$ cat src/hdl/trace_map.svh
`ifndef TRACE_MAP_SVH
`define TRACE_MAP_SVH

// ----------------------------------------
// register offsets
// ----------------------------------------
`define TRACE_STATUS_ADDR   8'h0E
`define VALID_COUNT_ADDR    8'h0F
`define IRQ_STATUS_ADDR     8'h10
`define IRQ_MASK_ADDR       8'h11

// ----------------------------------------
// field positions
// ----------------------------------------
`define A_HIT_BIT           7
`define B_HIT_BIT           6
`define C_HIT_BIT           5
`define ARMED_BIT           0
`define EVT_A_BIT           0
`define EVT_B_BIT           1
`define EVT_C_BIT           2
`define EVT_FULL_BIT        3

// ----------------------------------------
// widths, reset values, limits
// ----------------------------------------
`define ADDR_W              8
`define COUNT_W             4
`define EVT_W               4
`define COUNT_MAX           4'h8
`define COUNT_ZERO          4'h0
`define COUNT_ONE           4'h1
`define STATUS_RST          8'h01
`define ARMED_RST           1'b1
`define BYTE_ZERO           8'h00
`define EVT_ZERO            4'h0

`endif

$ cat src/hdl/trace_pkg.sv
package trace_pkg;

  typedef logic [7:0] reg_byte_t;
  typedef logic [3:0] word_count_t;

  // kind of reset seen this cycle
  typedef enum logic [1:0] {
    RST_NONE    = 2'h0,
    RST_FULL    = 2'h1,
    RST_END_RUN = 2'h3
  } reset_kind_t;

endpackage

$ cat src/hdl/sat_word_counter.sv
`timescale 1ns/100ps
`default_nettype none
`include "trace_map.svh"

module sat_word_counter #(
  parameter int                        WIDTH = `COUNT_W,
  parameter logic [`COUNT_W-1:0]       MAX   = `COUNT_MAX
) (
  input  wire logic                    sys_clk,
  input  wire logic                    rst_b,
  input  wire logic                    zero,
  input  wire logic                    hold,
  input  wire logic                    restart,
  input  wire logic                    inc,
  output logic      [WIDTH-1:0]        count
);

  logic [WIDTH-1:0] count_q;
  logic [WIDTH-1:0] count_d;
  wire              below_max = count_q < WIDTH'(MAX);
  wire  [WIDTH-1:0] first_val = inc ? WIDTH'(`COUNT_ONE) : '0;

  // a capture in the arming cycle is the first word of the run
  assign count_d = zero    ? '0 :
                   hold    ? count_q :
                   restart ? first_val :
                   (inc && below_max) ? count_q + WIDTH'(1) : count_q;

  always_ff @(posedge sys_clk or negedge rst_b) begin
    if (!rst_b) begin
      count_q <= '0;
    end else begin
      count_q <= count_d;
    end
  end

  assign count = count_q;

endmodule
`default_nettype wire

$ cat src/hdl/trace_status_and_count.sv
`timescale 1ns/100ps
`default_nettype none
`include "trace_map.svh"

module trace_status_and_count (
  input  wire logic                    sys_clk,
  input  wire logic                    rst_b,
  input  wire logic                    chip_reset,
  input  wire logic                    trace_unit_enable,
  input  wire logic                    arm_ctl,
  input  wire logic                    begin_trigger,
  input  wire logic                    match_a,
  input  wire logic                    match_b,
  input  wire logic                    match_c,
  input  wire logic                    fifo_capture,
  input  wire logic                    fifo_read,
  input  wire logic [`ADDR_W-1:0]      addr,
  input  wire logic [7:0]              wdata,
  input  wire logic                    wr,
  input  wire logic                    rd,
  output trace_pkg::reg_byte_t         rdata,
  output trace_pkg::reg_byte_t         trace_status,
  output trace_pkg::reg_byte_t         fifo_valid_word_count,
  output logic                         irq
);

  // ----------------------------------------
  // reset classification
  // ----------------------------------------
  trace_pkg::reset_kind_t rst_kind;
  logic                   end_run_w;

  // begin-trigger low with the unit enabled marks an end-type run
  assign end_run_w = trace_unit_enable && !begin_trigger;

  assign rst_kind = !chip_reset ? trace_pkg::RST_NONE :
                    end_run_w   ? trace_pkg::RST_END_RUN :
                                  trace_pkg::RST_FULL;

  wire full_rst_w    = (rst_kind == trace_pkg::RST_FULL);
  wire end_run_rst_w = (rst_kind == trace_pkg::RST_END_RUN);

  // ----------------------------------------
  // arming
  // ----------------------------------------
  logic arm_prev_q;
  wire  armed_w    = trace_unit_enable && arm_ctl;
  wire  arm_rise_w = armed_w && !arm_prev_q && !chip_reset;

  always_ff @(posedge sys_clk or negedge rst_b) begin
    if (!rst_b) begin
      arm_prev_q <= 1'b0;
    end else begin
      arm_prev_q <= armed_w && !chip_reset;
    end
  end

  // ----------------------------------------
  // comparator hit flags
  // ----------------------------------------
  logic [2:0] hit_q;
  logic [2:0] hit_d;
  wire  [2:0] match_w = {match_a, match_b, match_c};

  // a hit in the arming cycle survives the clear
  assign hit_d = rst_kind == trace_pkg::RST_FULL    ? 3'h0 :
                 rst_kind == trace_pkg::RST_END_RUN ? hit_q :
                 arm_rise_w ? (match_w & {3{armed_w}}) :
                 hit_q | (match_w & {3{armed_w}});

  always_ff @(posedge sys_clk or negedge rst_b) begin
    if (!rst_b) begin
      hit_q <= 3'h0;
    end else begin
      hit_q <= hit_d;
    end
  end

  wire comparator_a_hit_flag = hit_q[2];
  wire comparator_b_hit_flag = hit_q[1];
  wire comparator_c_hit_flag = hit_q[0];

  // ----------------------------------------
  // arm mirror
  // ----------------------------------------
  logic armed_mirror_flag_q;
  logic armed_mirror_flag_d;

  // with the unit disabled and no chip reset the flag keeps its last value
  always_comb begin
    unique case (rst_kind)
      trace_pkg::RST_FULL:    armed_mirror_flag_d = 1'b1;
      trace_pkg::RST_END_RUN: armed_mirror_flag_d = 1'b0;
      trace_pkg::RST_NONE:
        armed_mirror_flag_d = trace_unit_enable ? arm_ctl
                                                : armed_mirror_flag_q;
      default:                armed_mirror_flag_d = armed_mirror_flag_q;
    endcase
  end

  always_ff @(posedge sys_clk or negedge rst_b) begin
    if (!rst_b) begin
      armed_mirror_flag_q <= `ARMED_RST;
    end else begin
      armed_mirror_flag_q <= armed_mirror_flag_d;
    end
  end

  // ----------------------------------------
  // valid word count
  // ----------------------------------------
  trace_pkg::word_count_t valid_word_count;
  wire capture_w = fifo_capture && armed_w && !chip_reset;

  // fifo_read is deliberately not an input of the counter
  sat_word_counter #(
    .WIDTH   (`COUNT_W),
    .MAX     (`COUNT_MAX)
  ) u_count (
    .sys_clk (sys_clk),
    .rst_b   (rst_b),
    .zero    (full_rst_w),
    .hold    (end_run_rst_w),
    .restart (arm_rise_w),
    .inc     (capture_w),
    .count   (valid_word_count)
  );

  wire full_evt_w = capture_w && !arm_rise_w &&
                    (valid_word_count == `COUNT_MAX - `COUNT_ONE);

  // ----------------------------------------
  // register images
  // ----------------------------------------
  trace_pkg::reg_byte_t status_img;
  trace_pkg::reg_byte_t count_img;

  always_comb begin
    status_img             = `BYTE_ZERO;
    status_img[`A_HIT_BIT] = comparator_a_hit_flag;
    status_img[`B_HIT_BIT] = comparator_b_hit_flag;
    status_img[`C_HIT_BIT] = comparator_c_hit_flag;
    status_img[`ARMED_BIT] = armed_mirror_flag_q;
    count_img              = {4'h0, valid_word_count};
  end

  assign trace_status          = status_img;
  assign fifo_valid_word_count = count_img;

  // ----------------------------------------
  // interrupt status and mask
  // ----------------------------------------
  logic [`EVT_W-1:0] irq_status_q;
  logic [`EVT_W-1:0] irq_status_d;
  logic [`EVT_W-1:0] irq_mask_q;
  logic [`EVT_W-1:0] evt_w;

  function automatic logic hit(input logic [`ADDR_W-1:0] a,
                               input logic [`ADDR_W-1:0] r);
    hit = (a == r);
  endfunction

  wire wr_irq_status = wr && hit(addr, `IRQ_STATUS_ADDR);
  wire wr_irq_mask   = wr && hit(addr, `IRQ_MASK_ADDR);

  always_comb begin
    evt_w                = `EVT_ZERO;
    evt_w[`EVT_A_BIT]    = match_a && armed_w && !chip_reset;
    evt_w[`EVT_B_BIT]    = match_b && armed_w && !chip_reset;
    evt_w[`EVT_C_BIT]    = match_c && armed_w && !chip_reset;
    evt_w[`EVT_FULL_BIT] = full_evt_w;
  end

  // write-one-to-clear; a new event in the same cycle wins
  wire [`EVT_W-1:0] w1c_w = wr_irq_status ? wdata[`EVT_W-1:0] : `EVT_ZERO;
  assign irq_status_d = (irq_status_q & ~w1c_w) | evt_w;

  always_ff @(posedge sys_clk or negedge rst_b) begin
    if (!rst_b) begin
      irq_status_q <= `EVT_ZERO;
      irq_mask_q   <= `EVT_ZERO;
    end else begin
      irq_status_q <= irq_status_d;
      if (wr_irq_mask) begin
        irq_mask_q <= wdata[`EVT_W-1:0];
      end
    end
  end

  assign irq = |(irq_status_q & irq_mask_q);

  // ----------------------------------------
  // register read port
  // ----------------------------------------
  trace_pkg::reg_byte_t rd_mux;
  trace_pkg::reg_byte_t rdata_q;

  // writes to the two trace registers fall through on purpose
  assign rd_mux =
    hit(addr, `TRACE_STATUS_ADDR) ? status_img :
    hit(addr, `VALID_COUNT_ADDR)  ? count_img :
    hit(addr, `IRQ_STATUS_ADDR)   ? {4'h0, irq_status_q} :
    hit(addr, `IRQ_MASK_ADDR)     ? {4'h0, irq_mask_q} :
                                    `BYTE_ZERO;

  // data stand for exactly one cycle after the strobe
  always_ff @(posedge sys_clk or negedge rst_b) begin
    if (!rst_b) begin
      rdata_q <= `BYTE_ZERO;
    end else begin
      rdata_q <= rd ? rd_mux : `BYTE_ZERO;
    end
  end

  assign rdata = rdata_q;
endmodule
`default_nettype wire

$ cat config.mk
export PLATFORM = sky130hd
export DESIGN_NAME = trace_status_and_count
export DESIGN_NICKNAME = d
export VERILOG_FILES = /design/src/hdl/trace_pkg.sv /design/src/hdl/sat_word_counter.sv /design/src/hdl/trace_status_and_count.sv
export VERILOG_INCLUDE_DIRS = /design/src /design/src/hdl
export SDC_FILE = /design/constraint.sdc
export NUM_CORES = 1
export LEC_CHECK = 0
export BUFFER_PORTS_ARGS = -buffer_cell sky130_fd_sc_hd__clkbuf_2
export CAP_MARGIN = 40
export CORE_MARGIN = 5
export CORE_UTILIZATION = 45
export DETAILED_ROUTE_END_ITERATION = 12
export PLACE_DENSITY = 0.77
export SLEW_MARGIN = 5
export SYNTH_ARGS = -nofsm -noshare
export SYNTH_HDL_FRONTEND = slang
export SYNTH_SLANG_ARGS = --single-unit
$ cat constraint.sdc
create_clock -name sys_clk -period 1.55 [get_ports sys_clk]
set_input_delay 0.2325 -clock sys_clk [delete_from_list [all_inputs] [get_ports sys_clk]]
set_output_delay 0.2325 -clock sys_clk [all_outputs]
set_load 0.01 [all_outputs]
* After elaboration in Yosys (flattened, before gate mapping) *
Cells that the tools add are included.
Widths: inputs -> output; s select.

cells by class
  add/subtract/negate cells = 1
  bitwise gates (word level) = 6
  multiplexer cells = 18
  eq/ne operators = 9
  reductions and logical operators = 28
  order comparisons = 1

operator list
  cell                 number
  $mux 4               8
  $logic_and 1x1->1    18
  $eq 8x4->1 const B   2
  $eq 8x5->1 const B   2
  $mux 8               2
  $mux 3               3
  $and 4x4->4          2
  $reduce_bool 3->1    2
  $add 4x1->4 const B  1
  $eq 4x3->1 const B   1
  $logic_not 1->1      4
  $lt 4x4->1 const B   1
  $mux 2               2
  $not 4->4            1
  $or 4x4->4           1
  $reduce_and 2->1     2
  $reduce_or 4->1      1
  $and 3x3->3          1
  $or 3x3->3           1
  $pmux 1 s3           1
  $eq 2x1->1 const B   1
  $eq 2x2->1 const B   1
  $logic_not 2->1      1
  $mux 1               2
  2 further kinds      2

word-level totals
  input port bits = 29
  flip-flop bits (word level) = 25
  logic and storage cells = 70
  output and inout port bits = 25

* Logic depth before layout (Yosys ltp) *
  word-level depth = 8
  mapped depth = 5
  mapped depth without buffers = 4

* Modules after synthesis *
A second synthesis with hierarchy kept.

unflattened totals
  cell total of the unflattened synthesis = 119
  area total of the unflattened synthesis = 1292.5 um2

by module, submodules not included
  module                  times used  area an instance (um2)  cells an instance  seq. area each (um2)
  trace_status_and_count  1           1047.3                  95                 501.7
  sat_word_counter        1           245.2                   24                 100.1

* Worst setup path after synthesis *
Ideal clock, no wire load.

  kind = input to register
  start = input port addr[1]
  end = register irq_mask_q[0]
  buffers on the path = 0
  required time = 1.425 ns
  path slack = 0.311 ns
  stages = 4
  setup time = 0.125 ns
  arrival = 1.114 ns
  cell sequence = nor4b_4 -> and2_4 -> nand3_4 -> mux2_4

on the way
  longest elaborated chain between the ends = 2

ends and longest elaborated chain
  item                  line                           RTL
  from (decl)           trace_status_and_count.sv:17   input wire logic [`ADDR_W-1:0] addr,
  $eq 8x5->1            trace_status_and_count.sv:160  hit = (a == r);
  $logic_and 1x1->1     trace_status_and_count.sv:164  wire wr_irq_mask = wr && hit(addr, `IRQ_MASK_ADDR);
  to (signal assigned)  trace_status_and_count.sv:181  irq_mask_q <= `EVT_ZERO;
  to (signal assigned)  trace_status_and_count.sv:185  irq_mask_q <= wdata[`EVT_W-1:0];
  to (decl)             trace_status_and_count.sv:155  logic [`EVT_W-1:0] irq_mask_q;

Every way passes these cells.
A chain may end at the register's enable or synchronous reset.

* Worst setup path in the final report *
  start = register irq_mask_q[1]
  end = output port irq

on the way
  longest elaborated chain between the ends = 2

ends and longest elaborated chain
  item             line                           RTL
  $and 4x4->4      trace_status_and_count.sv:190  assign irq = |(irq_status_q & irq_mask_q);
  $reduce_or 4->1  trace_status_and_count.sv:190
  to (decl)        trace_status_and_count.sv:24   output logic irq

Every way passes these cells.

==> summary.txt <==
Synthesis
  • Mean instance size in the synthesized netlist: 11.3 um^2
  • Number of enable-type register cells in the synthesized netlist: 0
  • Yosys Warn Count: 0
  • Top area cells in the synthesized netlist: dfrtp_1 (47%), buf_4 (6.2%), mux2_4 (4.9%)
  • Cell taking the most area after synthesis: dfrtp_1
  • Share of the synthesized area in the top cell type: 47.4%
  • Prevailing post-synth register cell: dfrtp_1
  • Seq/Total Area, Yosys: 49.6%
  • Most numerous cell types in the synthesized netlist: dfrtp_1 (23), buf_4 (10), nand2_1 (7)
  • Count of unique library cells instantiated by Yosys: 37
  • Post-synth ARST share: 100%
  • Leading cell type by number of instances after synthesis: dfrtp_1
  • Post-synthesis cell area: 1210 um^2
  • Cells after synthesis: 107
  • Synthesized flop and latch total: 24

Power and ir drop
  • Cell area power density: 875 nW/um^2
  • Worst supply voltage drop on vdd: 521 uV
  • Leakage Power: 0.775 nW

Setup path
  • Required arrival time at the worst endpoint: 1320 ps
  • Worst Setup Start Kind: flip-flop
  • Type of destination of the critical path: output pin
  • Register-to-register path setup slack: 310 ps
  • Worst Path Max Fanout: 3
  • Critical register-to-register path endpoint: irq_status_q[3]
  • Number of cells on the worst reg-to-reg path: 3
  • Worst Path Class, Setup: flip-flop to output pin
  • Start of the worst register-to-register path: u_count.count[0]
  • Data arrival at the endpoint of the critical path: 1160 ps

Worst hold path
  • Min-Delay Startpoint: chip_reset
  • Class of the tightest hold or removal check: input port to flip-flop
  • Worst Hold Depth: 2
  • Worst Hold Path EP: armed_mirror_flag_q

Final layout
  • Final standard cell area without fillers: 1460 um^2
  • Layout overhead on the synthesized area: 20.4%
  • Antenna diodes: 0
  • Fillers: 219
  • Net count, final: 179
  • Proportion of layout cells with a drive suffix above 1: 37.2%

Floorplanning
  • Initial Utilization: 48.1%
  • IO Count: 54
  • Die width: 61.9 um
  • Placeable core region: 2520 um^2
  • Chip Height: 61.9 um
  • Rows: 18
  • Die ar.: 3840 um^2

Routing
  • Via count: 953
  • Remaining antenna violation count after routing: 0
  • Pre-Repair DR Iteration Count: 4
  • DRT iter0 DRCs: 25
  • Routed length per placed instance: 15.5 um
  • Vias per std cell: 5.35
  • Total length of routed wires: 2.77 mm
  • Post-route DRC violation count: 0

Clock tree
  • CTS buffer count: 3
  • Postcts setup bufs: 0
  • Clock H-tree levels: 1
  • Post-cts resize count: 0
  • Number of buffers added to fix hold violations after cts: 1
  • Maximum count of clock buffers along a single path: 2
  • CTS root buf: clkbuf_4
  • Clock-pin slew on the worst setup and hold paths: 140 ps
  • TritonCTS clock tree: done
  • Clock sinks: 24
  • Clock latency of the later-clocked register in the worst-skew pair: 310 ps

Timing
  • Worst setup skew after layout: 1.86 ps
  • Worst Max-Slew Pin Slew: 596 ps
  • Fmax achieved: 716 MHz
  • RSZ-0062 raised after global routing: no
  • Worst slew slack as a fraction of its limit: 60.3%
  • Final Hold Viols: 0
  • Sum of negative setup slack: 0 ps
  • Min Tclk post-route: 1400 ps
  • Max Transition Viols Final: 0
  • Final setup viols: 0
  • Final worst path period share: 90.1%

Placed design
  • Weighted congestion at the end of routability-driven global placement: 0.799
  • Placed cell areas: 1400 um^2
  • Final HPWL DP: 2.18 mm
  • Port bufs: 39

GRT
  • Number of global-route vias before repair: 974
  • First-pass GRT wire length: 4.61 mm
  • Remaining global-route overflow: 0
  • Global-route total usage across every layer: 16.3%
  • Largest net degree at the start of global routing: 25
  • Initial antenna violation count: 0

Outcome
  • Result of the run: finished clean

Job
  • Max-capacitance violation count: 0
[flip-flops by register name (all words and copies together) (netlist names)]
| name | count |
|---|---|
| u_count.count | 4 |
| irq_status_q | 4 |
| arm_prev_q | 1 |
| armed_mirror_flag_q | 1 |
| rdata | 7 |
| hit_q | 3 |
| irq_mask_q | 4 |
[power breakdown]
part	switching, W	internal (W)	leakage (nW)
registers	0.0000204	0.000649	0.314
logic	0.0000871	0.0000661	0.434
clock network	0.000195	0.000261	0.0279
[final cells by class]
class | instances | area [um^2] | area share [%]
Clock inverter | 1 | 30.0 | 2.05
Clock buffer | 3 | 22.5 | 1.54
Multi-Input combinational cell | 74 | 538 | 36.8
Timing Repair Buffer | 41 | 213 | 14.6
Tap cell | 30 | 37.5 | 2.57
Inverter | 5 | 18.8 | 1.28
Sequential cell | 24 | 602 | 41.2
[worst max path at each step]
| stage | from | end | cells past startpoint | slack, ps |
|---|---|---|---|---|
| global placement | addr[1] | irq_mask_q[2] | 5 | 150 |
| CTS | irq_mask_q[1] | irq | 3 | 150 |
| global route | irq_status_q[1] | irq | 3 | 70 |
| detailed placement | addr[1] | irq_mask_q[2] | 5 | 100 |
| finish | irq_mask_q[1] | irq | 3 | 150 |
| floorplan | addr[1] | irq_mask_q[0] | 4 | 310 |
[cell usage in the layout, fill, tap and decap left out, drive strengths merged, types with 2 or more instances in the layout]
master  netlist  layout
a21oi         5       5
a221oi        4       4
a22o          6       6
a22oi         2       2
and2          5       5
and3          2       2
clkbuf        1      42
conb          1       9
dfrtp        23      23
inv           5       5
mux2          4       4
nand2         7       7
nor2          4       4
nor3          7       7
o21ai         3       3
[cell families (layout without fill, tap and decap cells)]
family,after synthesis,after routing,synth area share [%]
other cells,1,9,0.309
xor+xnor,1,1,0.722
simple gates,32,32,18.2
mux,5,5,5.77
flops,24,24,49.6
fa+ha+maj,1,1,1.03
compound gates,26,26,15.8
buf+inv,17,50,8.56
[per-stage QoR]
stage	std cells	hold WS [ps]	total power [W]	setup WS [ps]	utilization, %
2_1_floorplan	115	-63.1	0.000770	311	-
3_3_place_gp	173	242	0.000826	154	55.5
3_5_place_dp	173	265	0.000832	103	55.5
4_1_cts	178	141	0.00129	148	57.9
5_1_grt	178	141	0.00134	66.2	57.9
6_report	178	152	0.00128	153	57.9
[metal layers]
layer / share of wire, % / routed length (um) / GRT usage, %
met5: 0 / 0 / 0
met3: 6.7 / 186 / 3.31
met1: 42 / 1170 / 20.2
met4: 1.7 / 48 / 5.76
met2: 49 / 1360 / 28.0
[critical path, cell delays in order, from the launching register on]
cell	delay, ps
dfrtp_1	430
a22oi_1	200
nand2_1	90
clkbuf_2	130
(Power assumes the default switching activity.)
